--- src/hdl/ddr3_init_pkg.sv ---
// Constants, encodings and field layouts for the DDR3 init and turnaround block
package ddr3_init_pkg;

  // ------
  // Clock and timing
  // ------
  localparam int CLK_PERIOD_NS = 40;
  localparam int INIT_WAIT_US = 500;
  localparam int INIT_WAIT_CK = (INIT_WAIT_US * 1000) / CLK_PERIOD_NS;
  localparam int T_XPR_NS = 120;
  localparam int T_XPR_CK = (T_XPR_NS + CLK_PERIOD_NS - 1) / CLK_PERIOD_NS;
  localparam int T_RP_NS = 15;
  localparam int T_RP_CK = (T_RP_NS + CLK_PERIOD_NS - 1) / CLK_PERIOD_NS;
  localparam int T_RFC_NS = 110;
  localparam int T_RFC_CK = (T_RFC_NS + CLK_PERIOD_NS - 1) / CLK_PERIOD_NS;
  localparam int T_MRD_CK = 4;
  localparam int T_MOD_CK = 12;
  localparam int BURST_CK = 4;

  // ------
  // Queue and counters
  // ------
  localparam int QUEUE_DEPTH = 4;
  localparam logic [2:0] QUEUE_FULL = 3'h4;
  localparam logic [4:0] IDLE_MAX = 5'h1F;

  // ------
  // Memory command encoding
  // ------
  localparam logic [2:0] CMD_NOP = 3'h0;
  localparam logic [2:0] CMD_MRS = 3'h1;
  localparam logic [2:0] CMD_REF = 3'h2;
  localparam logic [2:0] CMD_PREA = 3'h3;
  localparam logic [2:0] CMD_RD = 3'h4;
  localparam logic [2:0] CMD_WR = 3'h5;

  // ------
  // Mode register selects and fixed values
  // ------
  localparam logic [2:0] BA_MR0 = 3'h0;
  localparam logic [2:0] BA_MR1 = 3'h1;
  localparam logic [2:0] BA_MR2 = 3'h2;
  localparam logic [2:0] BA_MR3 = 3'h3;
  localparam logic [15:0] MR3_VALUE = 16'h0000;
  localparam logic MR0_DLL_RESET = 1'h1;
  localparam logic [2:0] DDR3_TYPE = 3'h3;

  // ------
  // Configuration reset values
  // ------
  localparam logic [2:0] RST_MEM_TYPE = 3'h3;
  localparam logic [1:0] RST_DYN_TERM = 2'h0;
  localparam logic [1:0] RST_WR_TERM_COPY = 2'h0;
  localparam logic RST_SRT = 1'h0;
  localparam logic RST_ASR = 1'h0;
  localparam logic [2:0] RST_CWL = 3'h0;
  localparam logic [2:0] RST_TERM_SEL = 3'h0;
  localparam logic [1:0] RST_DRIVE = 2'h0;
  localparam logic [3:0] RST_CAS_LAT = 4'h2;
  localparam logic [2:0] RST_PARTIAL_ARRAY_REFRESH = 3'h0;
  localparam logic RST_INIT_DIS = 1'h0;
  localparam logic [2:0] RST_WR_RECOV = 3'h0;
  localparam logic [1:0] RST_CS_TA = 2'h0;
  localparam logic [2:0] RST_WTR = 3'h0;
  localparam logic [2:0] RST_RTW = 3'h0;

  // ------
  // Controller states, Gray along the init path
  // ------
  typedef enum logic [3:0] {
    ST_RESET = 4'h0,
    ST_PWR_WAIT = 4'h1,
    ST_CKE_WAIT = 4'h3,
    ST_MR3 = 4'h2,
    ST_MR1 = 4'h6,
    ST_MR0 = 4'h7,
    ST_PREA = 4'h5,
    ST_REF = 4'h4,
    ST_IDLE = 4'hC
  } init_state_t;

endpackage

--- src/hdl/ddr3_init_ctrl.sv ---
// DDR3 reset scope, init sequencer, mode register values and burst turnaround
`timescale 1ns/1ns
`default_nettype none

// Contract
// Hard reset clears state, queue, all registers
// Soft reset clears state, queue; keeps configuration
// No register access while either reset
// Same-type same-chip bursts: zero idle cycles
// Different chip select: turnaround plus one
// Read after write: delay plus one plus CL
// Write after read: delay plus one
// Init after any reset and config write
// Init ends with refresh, banks precharged
// Reset init starts at once, queue dropped
// Config-write init drains queue first
// BA low bits select; BA2, A15-13 zero
// MR2 uses BA 2, MR1 uses BA 1
// MR3 written all zero
// MR2 reserved zero, termination in 10-9
// MR2 SELF_REFRESH_TEMP_RANGE, AUTO_SELF_REFRESH_ENABLE, CAS_WRITE_LATENCY, PARTIAL_ARRAY_REFRESH from configuration
// MR1 fixed fields: outputs on, DLL on
// MR1 bits 9,6,2 carry termination select
// MR1 bits 5,1 carry drive strength
// MR0 write recovery 11-9, DLL reset set
// MR0 bits 6-4 carry CL bits 3-1
// MR0 bits 12, 7, 3 zero
// MR0 via BA 0, CL0 bit 2, BL8
// Reset init needs DDR3 type, not disabled
// No transactions before init completes
// Order MR2, MR3, MR1, MR0 with spacing
module ddr3_init_ctrl #(
  parameter int INIT_WAIT_CYCLES = ddr3_init_pkg::INIT_WAIT_CK
) (
  input wire logic ref_clk,
  input wire logic rstn,
  input wire logic soft_rstn,
  input wire logic cfg_write,
  input wire logic [2:0] memory_type,
  input wire logic [1:0] dynamic_termination_field,
  input wire logic [1:0] write_termination_copy,
  input wire logic self_refresh_temp_range,
  input wire logic auto_self_refresh_enable,
  input wire logic [2:0] cas_write_latency,
  input wire logic [2:0] termination_select,
  input wire logic [1:0] drive_strength,
  input wire logic [3:0] cas_latency,
  input wire logic aux_write,
  input wire logic [2:0] partial_array_refresh,
  input wire logic init_disable_bit,
  input wire logic [2:0] write_recovery,
  input wire logic [1:0] chip_select_turnaround,
  input wire logic [2:0] write_to_read_delay,
  input wire logic [2:0] read_to_write_delay,
  input wire logic req_valid,
  input wire logic req_write,
  input wire logic req_cs,
  output logic req_ready,
  output logic init_done,
  output logic termination_mismatch,
  output logic mem_cke,
  output logic [2:0] mem_cmd,
  output logic [2:0] mem_ba,
  output logic [15:0] mem_addr,
  output logic mem_cs,
  output logic burst_start,
  output logic burst_write
);

  // ------
  // Soft reset synchroniser
  // ------
  logic soft_meta_q;
  logic soft_sync_q;
  logic soft_act;
  logic reg_access_ok;

  always_ff @(posedge ref_clk) begin
    if (!rstn) begin
      soft_meta_q <= 1'h1;
      soft_sync_q <= 1'h1;
    end else begin
      soft_meta_q <= soft_rstn;
      soft_sync_q <= soft_meta_q;
    end
  end

  assign soft_act = !soft_sync_q;
  // Access strobes dropped while either reset is active
  assign reg_access_ok = rstn && !soft_act;

  // ------
  // Configuration registers
  // ------
  // Soft reset leaves these alone; only hard reset clears them
  logic [2:0] mem_type_q, mem_type_d;
  logic [1:0] dyn_term_q, dyn_term_d;
  logic [1:0] wr_term_copy_q, wr_term_copy_d;
  logic srt_q, srt_d;
  logic asr_q, asr_d;
  logic [2:0] cwl_q, cwl_d;
  logic [2:0] term_sel_q, term_sel_d;
  logic [1:0] drive_q, drive_d;
  logic [3:0] cas_lat_q, cas_lat_d;
  logic [2:0] partial_array_refresh_q, partial_array_refresh_d;
  logic init_dis_q, init_dis_d;
  logic [2:0] wr_recov_q, wr_recov_d;
  logic [1:0] cs_ta_q, cs_ta_d;
  logic [2:0] wtr_q, wtr_d;
  logic [2:0] rtw_q, rtw_d;

  always_comb begin
    mem_type_d = mem_type_q;
    dyn_term_d = dyn_term_q;
    wr_term_copy_d = wr_term_copy_q;
    srt_d = srt_q;
    asr_d = asr_q;
    cwl_d = cwl_q;
    term_sel_d = term_sel_q;
    drive_d = drive_q;
    cas_lat_d = cas_lat_q;
    partial_array_refresh_d = partial_array_refresh_q;
    init_dis_d = init_dis_q;
    wr_recov_d = wr_recov_q;
    cs_ta_d = cs_ta_q;
    wtr_d = wtr_q;
    rtw_d = rtw_q;
    if (cfg_write && reg_access_ok) begin
      mem_type_d = memory_type;
      dyn_term_d = dynamic_termination_field;
      wr_term_copy_d = write_termination_copy;
      srt_d = self_refresh_temp_range;
      asr_d = auto_self_refresh_enable;
      cwl_d = cas_write_latency;
      term_sel_d = termination_select;
      drive_d = drive_strength;
      cas_lat_d = cas_latency;
    end
    if (aux_write && reg_access_ok) begin
      partial_array_refresh_d = partial_array_refresh;
      init_dis_d = init_disable_bit;
      wr_recov_d = write_recovery;
      cs_ta_d = chip_select_turnaround;
      wtr_d = write_to_read_delay;
      rtw_d = read_to_write_delay;
    end
  end

  always_ff @(posedge ref_clk) begin
    if (!rstn) begin
      mem_type_q <= ddr3_init_pkg::RST_MEM_TYPE;
      dyn_term_q <= ddr3_init_pkg::RST_DYN_TERM;
      wr_term_copy_q <= ddr3_init_pkg::RST_WR_TERM_COPY;
      srt_q <= ddr3_init_pkg::RST_SRT;
      asr_q <= ddr3_init_pkg::RST_ASR;
      cwl_q <= ddr3_init_pkg::RST_CWL;
      term_sel_q <= ddr3_init_pkg::RST_TERM_SEL;
      drive_q <= ddr3_init_pkg::RST_DRIVE;
      cas_lat_q <= ddr3_init_pkg::RST_CAS_LAT;
      partial_array_refresh_q <= ddr3_init_pkg::RST_PARTIAL_ARRAY_REFRESH;
      init_dis_q <= ddr3_init_pkg::RST_INIT_DIS;
      wr_recov_q <= ddr3_init_pkg::RST_WR_RECOV;
      cs_ta_q <= ddr3_init_pkg::RST_CS_TA;
      wtr_q <= ddr3_init_pkg::RST_WTR;
      rtw_q <= ddr3_init_pkg::RST_RTW;
    end else begin
      mem_type_q <= mem_type_d;
      dyn_term_q <= dyn_term_d;
      wr_term_copy_q <= wr_term_copy_d;
      srt_q <= srt_d;
      asr_q <= asr_d;
      cwl_q <= cwl_d;
      term_sel_q <= term_sel_d;
      drive_q <= drive_d;
      cas_lat_q <= cas_lat_d;
      partial_array_refresh_q <= partial_array_refresh_d;
      init_dis_q <= init_dis_d;
      wr_recov_q <= wr_recov_d;
      cs_ta_q <= cs_ta_d;
      wtr_q <= wtr_d;
      rtw_q <= rtw_d;
    end
  end

  // ------
  // Mode register words
  // ------
  // A15-13 always zero in every word
  function automatic logic [15:0] mode_word(input logic [2:0] sel);
    logic [15:0] w;
    w = 16'h0000;
    case (sel)
      ddr3_init_pkg::BA_MR2: begin
        w = {5'h00, dyn_term_q, 1'h0, srt_q, asr_q, cwl_q, partial_array_refresh_q};
      end
      ddr3_init_pkg::BA_MR3: begin
        w = ddr3_init_pkg::MR3_VALUE;
      end
      ddr3_init_pkg::BA_MR1: begin
        // Qoff, TDQS, leveling, AL, DLL disable all held at zero
        w = {6'h00, term_sel_q[2], 2'h0, term_sel_q[1], drive_q[1], 2'h0,
             term_sel_q[0], drive_q[0], 1'h0};
      end
      ddr3_init_pkg::BA_MR0: begin
        w = {4'h0, wr_recov_q, ddr3_init_pkg::MR0_DLL_RESET, 1'h0,
             cas_lat_q[3:1], 1'h0, cas_lat_q[0], 2'h0};
      end
      default: begin
        w = 16'h0000;
      end
    endcase
    return w;
  endfunction

  // ------
  // Command queue
  // ------
  logic [3:0] q_write_q, q_write_d;
  logic [3:0] q_cs_q, q_cs_d;
  logic [1:0] wr_ptr_q, wr_ptr_d;
  logic [1:0] rd_ptr_q, rd_ptr_d;
  logic [2:0] count_q, count_d;
  logic req_ready_q, req_ready_d;
  logic cfg_pend_q, cfg_pend_d;
  logic issue;
  logic cfg_start;

  always_comb begin
    q_write_d = q_write_q;
    q_cs_d = q_cs_q;
    wr_ptr_d = wr_ptr_q;
    rd_ptr_d = rd_ptr_q;
    count_d = count_q;
    cfg_pend_d = cfg_pend_q;
    if (req_valid && req_ready_q) begin
      q_write_d[wr_ptr_q] = req_write;
      q_cs_d[wr_ptr_q] = req_cs;
      wr_ptr_d = wr_ptr_q + 2'h1;
      count_d = count_d + 3'h1;
    end
    if (issue) begin
      rd_ptr_d = rd_ptr_q + 2'h1;
      count_d = count_d - 3'h1;
    end
    // A pending re-init that starts clears the flag; a fresh write wins
    if (cfg_start) begin
      cfg_pend_d = 1'h0;
    end
    if (cfg_write && reg_access_ok) begin
      cfg_pend_d = 1'h1;
    end
    // Intake stops while a re-init waits, so the queue really drains
    req_ready_d = (count_d != ddr3_init_pkg::QUEUE_FULL) && !cfg_pend_d;
  end

  always_ff @(posedge ref_clk) begin
    if (!rstn || soft_act) begin
      q_write_q <= 4'h0;
      q_cs_q <= 4'h0;
      wr_ptr_q <= 2'h0;
      rd_ptr_q <= 2'h0;
      count_q <= 3'h0;
      req_ready_q <= 1'h0;
      cfg_pend_q <= 1'h0;
    end else begin
      q_write_q <= q_write_d;
      q_cs_q <= q_cs_d;
      wr_ptr_q <= wr_ptr_d;
      rd_ptr_q <= rd_ptr_d;
      count_q <= count_d;
      req_ready_q <= req_ready_d;
      cfg_pend_q <= cfg_pend_d;
    end
  end

  // ------
  // Turnaround tracking
  // ------
  logic last_valid_q;
  logic last_write_q;
  logic last_cs_q;
  logic [1:0] burst_cnt_q;
  logic [4:0] idle_cnt_q;
  logic [4:0] gap;
  logic head_write;
  logic head_cs;

  assign head_write = q_write_q[rd_ptr_q];
  assign head_cs = q_cs_q[rd_ptr_q];

  turnaround_gap u_gap (
    .prev_valid(last_valid_q),
    .prev_write(last_write_q),
    .prev_cs(last_cs_q),
    .next_write(head_write),
    .next_cs(head_cs),
    .chip_select_turnaround(cs_ta_q),
    .write_to_read_delay(wtr_q),
    .read_to_write_delay(rtw_q),
    .cas_latency(cas_lat_q),
    .gap(gap)
  );

  // ------
  // Init sequencer and scheduler
  // ------
  ddr3_init_pkg::init_state_t state_q, state_d;
  logic [15:0] cnt_q, cnt_d;
  logic done_q, done_d;
  logic cke_q, cke_d;
  logic [2:0] cmd_q, cmd_d;
  logic [2:0] ba_q, ba_d;
  logic [15:0] addr_q, addr_d;
  logic cs_q, cs_d;
  logic bstart_q, bstart_d;
  logic bwrite_q, bwrite_d;
  logic last_valid_d, last_write_d, last_cs_d;
  logic [1:0] burst_cnt_d;
  logic [4:0] idle_cnt_d;

  // Loads the counter for a wait of n cycles, n at least one
  function automatic logic [15:0] wait_of(input int n);
    return 16'(n - 1);
  endfunction

  always_comb begin
    state_d = state_q;
    cnt_d = (cnt_q != 16'h0000) ? cnt_q - 16'h0001 : cnt_q;
    done_d = done_q;
    cke_d = cke_q;
    cmd_d = ddr3_init_pkg::CMD_NOP;
    ba_d = 3'h0;
    addr_d = 16'h0000;
    cs_d = cs_q;
    bstart_d = 1'h0;
    bwrite_d = bwrite_q;
    last_valid_d = last_valid_q;
    last_write_d = last_write_q;
    last_cs_d = last_cs_q;
    burst_cnt_d = (burst_cnt_q != 2'h0) ? burst_cnt_q - 2'h1 : burst_cnt_q;
    idle_cnt_d = idle_cnt_q;
    issue = 1'h0;
    cfg_start = 1'h0;
    case (state_q)
      ddr3_init_pkg::ST_RESET: begin
        cke_d = 1'h0;
        if ((mem_type_q == ddr3_init_pkg::DDR3_TYPE) && !init_dis_q) begin
          state_d = ddr3_init_pkg::ST_PWR_WAIT;
          cnt_d = wait_of(INIT_WAIT_CYCLES);
        end else begin
          state_d = ddr3_init_pkg::ST_IDLE;
          cke_d = 1'h1;
          done_d = 1'h1;
        end
      end
      ddr3_init_pkg::ST_PWR_WAIT: begin
        if (cnt_q == 16'h0000) begin
          cke_d = 1'h1;
          state_d = ddr3_init_pkg::ST_CKE_WAIT;
          cnt_d = wait_of(ddr3_init_pkg::T_XPR_CK);
        end
      end
      ddr3_init_pkg::ST_CKE_WAIT: begin
        if (cnt_q == 16'h0000) begin
          cmd_d = ddr3_init_pkg::CMD_MRS;
          ba_d = ddr3_init_pkg::BA_MR2;
          addr_d = mode_word(ddr3_init_pkg::BA_MR2);
          state_d = ddr3_init_pkg::ST_MR3;
          cnt_d = wait_of(ddr3_init_pkg::T_MRD_CK);
        end
      end
      ddr3_init_pkg::ST_MR3: begin
        if (cnt_q == 16'h0000) begin
          cmd_d = ddr3_init_pkg::CMD_MRS;
          ba_d = ddr3_init_pkg::BA_MR3;
          addr_d = mode_word(ddr3_init_pkg::BA_MR3);
          state_d = ddr3_init_pkg::ST_MR1;
          cnt_d = wait_of(ddr3_init_pkg::T_MRD_CK);
        end
      end
      ddr3_init_pkg::ST_MR1: begin
        if (cnt_q == 16'h0000) begin
          cmd_d = ddr3_init_pkg::CMD_MRS;
          ba_d = ddr3_init_pkg::BA_MR1;
          addr_d = mode_word(ddr3_init_pkg::BA_MR1);
          state_d = ddr3_init_pkg::ST_MR0;
          cnt_d = wait_of(ddr3_init_pkg::T_MRD_CK);
        end
      end
      ddr3_init_pkg::ST_MR0: begin
        if (cnt_q == 16'h0000) begin
          cmd_d = ddr3_init_pkg::CMD_MRS;
          ba_d = ddr3_init_pkg::BA_MR0;
          addr_d = mode_word(ddr3_init_pkg::BA_MR0);
          state_d = ddr3_init_pkg::ST_PREA;
          cnt_d = wait_of(ddr3_init_pkg::T_MOD_CK);
        end
      end
      ddr3_init_pkg::ST_PREA: begin
        if (cnt_q == 16'h0000) begin
          cmd_d = ddr3_init_pkg::CMD_PREA;
          addr_d = 16'h0400;
          state_d = ddr3_init_pkg::ST_REF;
          cnt_d = wait_of(ddr3_init_pkg::T_RP_CK);
        end
      end
      ddr3_init_pkg::ST_REF: begin
        if (cnt_q == 16'h0000) begin
          cmd_d = ddr3_init_pkg::CMD_REF;
          state_d = ddr3_init_pkg::ST_IDLE;
          cnt_d = wait_of(ddr3_init_pkg::T_RFC_CK);
        end
      end
      ddr3_init_pkg::ST_IDLE: begin
        // Done only once the closing refresh has had its full recovery
        if (!done_q && (cnt_q == 16'h0000)) begin
          done_d = 1'h1;
        end
        if (burst_cnt_q == 2'h0) begin
          idle_cnt_d = (idle_cnt_q != ddr3_init_pkg::IDLE_MAX) ? idle_cnt_q + 5'h01
                                                               : idle_cnt_q;
        end
        if (cfg_pend_q && (count_q == 3'h0) && (burst_cnt_q == 2'h0) && done_q) begin
          cfg_start = 1'h1;
          done_d = 1'h0;
          cmd_d = ddr3_init_pkg::CMD_MRS;
          ba_d = ddr3_init_pkg::BA_MR2;
          addr_d = mode_word(ddr3_init_pkg::BA_MR2);
          state_d = ddr3_init_pkg::ST_MR3;
          cnt_d = wait_of(ddr3_init_pkg::T_MRD_CK);
        end else if (done_q && (count_q != 3'h0) && (burst_cnt_q == 2'h0)
                     && (idle_cnt_q >= gap)) begin
          issue = 1'h1;
          cmd_d = head_write ? ddr3_init_pkg::CMD_WR : ddr3_init_pkg::CMD_RD;
          cs_d = head_cs;
          bstart_d = 1'h1;
          bwrite_d = head_write;
          last_valid_d = 1'h1;
          last_write_d = head_write;
          last_cs_d = head_cs;
          burst_cnt_d = 2'(ddr3_init_pkg::BURST_CK - 1);
          idle_cnt_d = 5'h00;
        end
      end
      default: begin
        state_d = ddr3_init_pkg::ST_RESET;
      end
    endcase
  end

  always_ff @(posedge ref_clk) begin
    if (!rstn || soft_act) begin
      state_q <= ddr3_init_pkg::ST_RESET;
      cnt_q <= 16'h0000;
      done_q <= 1'h0;
      cke_q <= 1'h0;
      cmd_q <= ddr3_init_pkg::CMD_NOP;
      ba_q <= 3'h0;
      addr_q <= 16'h0000;
      cs_q <= 1'h0;
      bstart_q <= 1'h0;
      bwrite_q <= 1'h0;
      last_valid_q <= 1'h0;
      last_write_q <= 1'h0;
      last_cs_q <= 1'h0;
      burst_cnt_q <= 2'h0;
      idle_cnt_q <= 5'h00;
    end else begin
      state_q <= state_d;
      cnt_q <= cnt_d;
      done_q <= done_d;
      cke_q <= cke_d;
      cmd_q <= cmd_d;
      ba_q <= ba_d;
      addr_q <= addr_d;
      cs_q <= cs_d;
      bstart_q <= bstart_d;
      bwrite_q <= bwrite_d;
      last_valid_q <= last_valid_d;
      last_write_q <= last_write_d;
      last_cs_q <= last_cs_d;
      burst_cnt_q <= burst_cnt_d;
      idle_cnt_q <= idle_cnt_d;
    end
  end

  // ------
  // Status
  // ------
  logic mismatch_q;

  // Software keeps the duplicate termination copy equal; flag when not
  always_ff @(posedge ref_clk) begin
    if (!rstn) begin
      mismatch_q <= 1'h0;
    end else begin
      mismatch_q <= (dyn_term_q != wr_term_copy_q);
    end
  end

  assign req_ready = req_ready_q;
  assign init_done = done_q;
  assign termination_mismatch = mismatch_q;
  assign mem_cke = cke_q;
  assign mem_cmd = cmd_q;
  assign mem_ba = ba_q;
  assign mem_addr = addr_q;
  assign mem_cs = cs_q;
  assign burst_start = bstart_q;
  assign burst_write = bwrite_q;

endmodule

`default_nettype wire

--- src/hdl/turnaround_gap.sv ---
// Idle data-bus cycles needed between two back-to-back bursts
`timescale 1ns/1ns
`default_nettype none

module turnaround_gap (
  input wire logic prev_valid,
  input wire logic prev_write,
  input wire logic prev_cs,
  input wire logic next_write,
  input wire logic next_cs,
  input wire logic [1:0] chip_select_turnaround,
  input wire logic [2:0] write_to_read_delay,
  input wire logic [2:0] read_to_write_delay,
  input wire logic [3:0] cas_latency,
  output logic [4:0] gap
);

  always_comb begin
    gap = 5'h00;
    if (prev_valid) begin
      if (prev_write && !next_write) begin
        gap = 5'({2'h0, write_to_read_delay} + 5'h01 + {1'h0, cas_latency});
      end else if (!prev_write && next_write) begin
        gap = 5'({2'h0, read_to_write_delay} + 5'h01);
      end else if (prev_cs != next_cs) begin
        gap = 5'({3'h0, chip_select_turnaround} + 5'h01);
      end else begin
        gap = 5'h00;
      end
    end
  end

endmodule

`default_nettype wire

--- config.mk ---
export PLATFORM = sky130hd
export DESIGN_NAME = ddr3_init_ctrl
export DESIGN_NICKNAME = d
export VERILOG_FILES = /design/src/hdl/ddr3_init_pkg.sv /design/src/hdl/ddr3_init_ctrl.sv /design/src/hdl/turnaround_gap.sv
export SDC_FILE = /design/constraint.sdc
export NUM_CORES = 1
export LEC_CHECK = 0
export BUFFER_PORTS_ARGS = -buffer_cell sky130_fd_sc_hd__buf_2
export CAP_MARGIN = 20
export CORE_MARGIN = 8
export CORE_UTILIZATION = 50
export DETAILED_ROUTE_END_ITERATION = 10
export PLACE_DENSITY = 0.68
export RECOVER_POWER = 25
export SLEW_MARGIN = 30
export SYNTH_ARGS = -nofsm -noshare
export SYNTH_HDL_FRONTEND = slang
export SYNTH_SLANG_ARGS = --single-unit
export TNS_END_PERCENT = 5
--- constraint.sdc ---
create_clock -name ref_clk -period 7.8 [get_ports ref_clk]
set_input_delay 1.56 -clock ref_clk [delete_from_list [all_inputs] [get_ports ref_clk]]
set_output_delay 1.56 -clock ref_clk [all_outputs]
set_load 0.01 [all_outputs]
# After elaboration in Yosys (flattened, before gate mapping)
# Cells that the tools add are included.
[classes]
addsub = 11
n_lt_le_gt_ge = 4
n_eq_ne = 23
n_mux = 69
bitwise_logic = 1
reduce_logical = 40
[op_table]
columns = ["cell", "count"]
rows = [
  ["2-to-1 mux 16 bit", 7],
  ["case mux 16 bit (6 select lines)", 1],
  ["case mux 12 bit (5 select lines)", 1],
  ["2-to-1 mux 5 bit", 8],
  ["2-to-1 mux 4 bit", 9],
  ["case mux 4 bit (9 select lines)", 1],
  ["2-to-1 mux 11 bit", 3],
  ["!= test 2 bit, second input constant", 9],
  ["2-to-1 mux 1 bit", 17],
  ["== test 4 x 3 -> 1 bit, second input constant", 4],
  ["logical AND 1 bit", 16],
  ["logical NOT 16 bit", 1],
  ["nonzero test 16 bit", 1],
  ["subtractor 16 x 1 -> 16 bit, second input constant", 1],
  ["2-to-1 mux 2 bit", 7],
  ["2-to-1 mux 12 bit", 1],
  ["2-to-1 mux 3 bit", 4],
  ["case mux 3 bit (4 select lines)", 1],
  ["2-to-1 mux 10 bit", 1],
  ["adder 3 x 1 -> 4 bit, second input constant", 2],
  ["bitwise mux 4 bit", 2],
  ["== test 4 x 2 -> 1 bit, second input constant", 2],
  ["case mux 2 bit (4 select lines)", 1],
  ["AND reduction 8 bit", 1],
  ["33 further kinds", 47],
]
[word_totals]
register_bits = 111
out_inout_bits = 29
wordCells = 186

# Longest topological paths before layout
[logic_depth]
depth_word = 15
ltp_mapped = 13
ltp_nobuf = 13

# By module
# A second synthesis with hierarchy kept.
[unflattened]
hier_cells = 633
hier_area_um2 = 5200.0
[modules_own_cells]
columns = ["mod", "instances", "cells_per_inst", "area_per_inst_um2"]
rows = [
  ["ddr3_init_ctrl", 1, 589, 4858.4],
  ["turnaround_gap", 1, 44, 341.6],
]

# Worst setup path after synthesis
# OpenSTA, ideal clock, no wires.
[synth_path]
kind = "in2reg"
startpoint = "input port req_valid"
endpoint = "register req_ready_q, in the netlist req_ready"
setup_time_ps = 96
t_arrival_ps = 3061
t_required_ps = 7704
setup_slack_ps = 4643
path_stages = 9
path_buffers = 1
path_cell_list = "and2_1 clkbuf_1 xnor2_1 ha_1 xor2_1 nor3_1 a21o_1 and4_1 nor4b_1"
[synth_between]
elab_chain_len = 6
[synth_rtl]
columns = ["element", "line_no", "source"]
rows = [
  ["from (decl)", "ddr3_init_ctrl.sv:55", "input wire logic req_valid,"],
  ["logical AND 1 bit *", "ddr3_init_ctrl.sv:235", "if (req_valid && req_ready_q) begin"],
  ["2-to-1 mux 3 bit *", "ddr3_init_ctrl.sv:235", ""],
  ["subtractor 3 x 1 -> 3 bit", "ddr3_init_ctrl.sv:243", "count_d = count_d - 3'h1;"],
  ["2-to-1 mux 3 bit *", "ddr3_init_ctrl.sv:241", "if (issue) begin"],
  ["!= test 3 bit *", "ddr3_init_ctrl.sv:253", "req_ready_d = (count_d != ddr3_init_pkg::QUEUE_FULL) && !cfg_pend_d;"],
  ["logical AND 1 bit *", "ddr3_init_ctrl.sv:253", ""],
  ["to (signal assigned)", "ddr3_init_ctrl.sv:271", "req_ready_q <= req_ready_d;"],
  ["to (decl)", "ddr3_init_ctrl.sv:223", "logic req_ready_q, req_ready_d;"],
]
# Every way passes the cells marked *; elsewhere a longest branch is shown, timed or not.
# A chain may end at the register's enable or synchronous reset.

# Worst setup path after layout
[layout_path]
startpoint = "input port rstn"
endpoint = "register cnt_q[4]"
[layout_between]
elab_chain_len = 2
[layout_rtl]
columns = ["element", "line_no", "source"]
rows = [
  ["from (decl)", "ddr3_init_ctrl.sv:36", "input wire logic rstn,"],
  ["logical NOT 1 bit", "n/a", ""],
  ["logical OR 1 bit", "ddr3_init_ctrl.sv:452", "if (!rstn || soft_act) begin"],
  ["to (signal assigned)", "ddr3_init_ctrl.sv:470", "cnt_q <= cnt_d;"],
  ["to (decl)", "ddr3_init_ctrl.sv:308", "logic [15:0] cnt_q, cnt_d;"],
]
# No other way between the ends.

==> flow_summary_export.csv <==
group,metric,value,unit
layout,areaGrowthSynthToFinish,8.99,%
global_route,grt_pass1_wl,21500,µm
layout,fin_nets,745,
clocking,cts_resized,0,
pwr,ir_worst_vdd,272,µV
pwr,p_clk_share,19.9,%
synth,netlist_area,5320,µm²
clocking,clock_latency,0.38,ns
clocking,cts_setup_buffers,0,
pwr,power_switching,0.626,mW
global_route,overflow,0,
placed_design,port_buffers,67,
timing,post-route-period-util,55.8,%
floorplanning,start_util,51.5,%
pwr,comb_power_share,36.3,%
floorplanning,dieArea,14200,µm²
global_route,grt_usage,18.1,%
routing,drt_iter0_markers,216,
placed_design,dp_hpwl,9060,µm
worst_setup_path,path_max_fanout,43,
clocking,cts_max_path_buffers,2,
worst_setup_path,rrSetupSlack,4.55,ns
routing,routedWlPerCell,15.3,µm
routing,drc_errors,0,
worst_setup_path,arrival,4.66,ns
synth,yosysUniqueCellTypes,72,
synth,synth_edf_count,0,
floorplanning,ios,73,
routing,ant_nets,0,
routing,firstDrtPassIters,4,
layout,post-route-util,56.2,%
worst_setup_path,critical_path_required,8.11,ns
timing,tightest_slew,1.77,ns
layout,final_area,5800,µm²
clocking,root_buffer,"clkbuf_8",
global_route,grt_max_degree,44,
synth,yosysTopAreaCellShare,39.9,%
worst_setup_path,r2r_start,"rd_ptr_q[0]",
clocking,cts.reportedPaths.clkPinSlew,0.10,ns
worst_setup_path,worstSetupEndpointType,"register",
hold_path,hold_depth,1,
job,maxCapViolations,2,
timing,fin_setup_tns,0,ns
hold_path,worstHoldEndpoint,"soft_sync_q",
synth,synth_area_leader_cell,"dfxtp_1",
clocking,cts.sinks,106,
placed_design,dpl_cell_area,5660,µm²
timing,hold_slack,0.416,ns
layout,layout-drive-gt1-share,12.3,%
floorplanning,die_y,119,µm
timing,slew_viol_final,78,
global_route,grt_pass1_vias,4484,
worst_setup_path,ff2ff_path_depth,11,
clocking,ctsHoldBuffers,0,
pwr,power.density,269,nW/µm²
pwr,p_leak,2.27,nW
routing,routed_via_density,5.57,
pwr,power,1.56,mW
global_route,grt_antenna_before_repair,0,
timing,fmax,230,MHz
worst_setup_path,crit_top_cell,"clkbuf_1",
layout,fillers,955,
layout,diodes,0,
synth,ys_ff_latch,106,
pwr,p_sw_share,40.1,%
run_status,status,"finished, violations left",
clocking,htree_num_levels,3,
worst_setup_path,start_kind,"input port",
synth,ys.flop_type,"dfxtp_1",
floorplanning,die_x,119,µm
pwr,p_int,0.936,mW
placed_design,gp_congestion,0.838,
routing,drt_wl_total,12500,µm
synth,netlist_instances,633,
synth,synth_area_per_cell,8.40,µm²
timing,layout_min_cycle_time,4.35,ns
timing,setup_ws,3.45,ns
synth,ys_async_sr_fraction,0,%
placed_design,place_ws,4.20,ns
floorplanning,core_area,10300,µm²
run_status,violations,"capacitance limit, slew limit",
hold_path,min_from,"soft_meta_q",
timing,clock_skew,0.00918,ns
placed_design,dp.cells,802,
hold_path,hp-class,"reg2reg",
clocking,tritoncts,"yes",
layout,final_cells,818,
synth,synth.yosys.warnings,0,
synth,seq_area_frac_synth,39.9,%
worst_setup_path,crit_chain,"clkbuf_1, nand2_1, clkbuf_1, a221oi_1, a21boi_0",
worst_setup_path,max_stage_delay,1.25,ns
timing,relSlewSlack,-18.1,%
floorplanning,rows,37,
timing,rsz0062_at_grt,"false",
pwr,seqPwrFrac,43.8,%
routing,vias,4558,
synth,synth.area.top_cells,"dfxtp_1, nand2_1, o21ai_0",
worst_setup_path,cp_slowest_cell,"clkbuf_1",
timing,hold_violations,0,
worst_setup_path,r2r-end,"idle_cnt_q[2]",
clocking,cts_buffers,9,
timing,setup_viol,0,
worst_setup_path,worstSetupPathType,"in2reg",
[synthesized netlist by cell type (all sizes together) (13+ instances only)]
master / n
nand3: 25
nor2: 38
nand2: 109
o21ai: 58
clkbuf: 23
xor2: 13
buf: 16
and2: 14
dfxtp: 106
inv: 21
nor3: 19
ha: 23
a21oi: 32
[layer usage]
layer	global-route usage (%)	wire length [µm]	vias to the layer above
met3	4.77	633	23
met5	0	0	-
met2	28.9	5830	112
met4	5.38	216	0
met1	23.4	5820	2122
li1	-	-	2301
[cells in the final DEF, fill, tap and decap left out, types with 9 or more instances in the layout]
cell type	count
a21oi_1	31
a31oi_1	9
and2_1	13
buf_2	47
clkbuf_1	23
clkbuf_8	9
dfxtp_1	106
ha_1	23
inv_1	20
nand2_1	108
nand3_1	24
nand4_1	9
nor2_1	37
nor3_1	17
o21ai_0	58
xor2_1	13
[logic make-up after synthesis]
group	Yosys count	synth area share, %
other	1	0.0705
adder cells (fa/ha/maj)	24	5.79
flip-flops	106	39.9
buffers and inverters	60	5.13
AO/OA/AOI/OAI	154	18.5
multiplexers	10	2.42
AND/OR/NAND/NOR	257	24.7
XOR/XNOR	21	3.46
[registers in the layout, summed over array words and instances, names as in the netlist, 3 cells and up]
name                     cells
wr_recov_q                   3
cas_lat_q                    4
partial_array_refresh_q      3
cnt_q                       16
mem_cmd                      3
term_sel_q                   3
count_q                      3
rtw_q                        3
state_q                      4
q_write_q                    4
mem_addr                    12
idle_cnt_q                   5
q_cs_q                       4
wtr_q                        3
cwl_q                        3
mem_type_q                   3
[power by group through the flow]
| stage | clock (mW) | sequential (mW) | combinational [mW] |
|---|---|---|---|
| finish | 0.310 | 0.685 | 0.567 |
| CTS | 0.321 | 0.684 | 0.570 |
| floorplan | 0 | 0.662 | 0.499 |
| detailed placement | 0 | 0.696 | 0.567 |
| global placement | 0 | 0.693 | 0.547 |
| global route | 0.343 | 0.696 | 0.636 |
[worst max path at each step]
stage	from	to	slack, ns	cells past startpoint
finish	rstn	cnt_q[4]	3.45	5
global route	rstn	cnt_q[4]	3.14	5
CTS	rd_ptr_q[0]	last_valid_q	4.53	11
detailed placement	rstn	mem_addr[2]	4.20	6
global placement	rstn	req_ready	4.26	4
floorplan	req_valid	req_ready	4.64	9
[critical path: cells and delay by family]
kind | cells | cell delay, ns
AO/OA/AOI/OAI | 2 | 1.07
buffers and inverters | 2 | 1.89
AND/OR/NAND/NOR | 1 | 0.12
[cell type report]
cell class	instances	area [µm²]	area share [%]
multi-input cells	471	2940	50.7
clock buffers	11	131	2.27
inverters	21	81.3	1.40
clock inverters	5	37.5	0.648
repair buffers	68	314	5.42
flip-flops and latches	106	2120	36.6
well taps	136	170	2.94
Note: power is estimated with default switching activity, not from simulation.
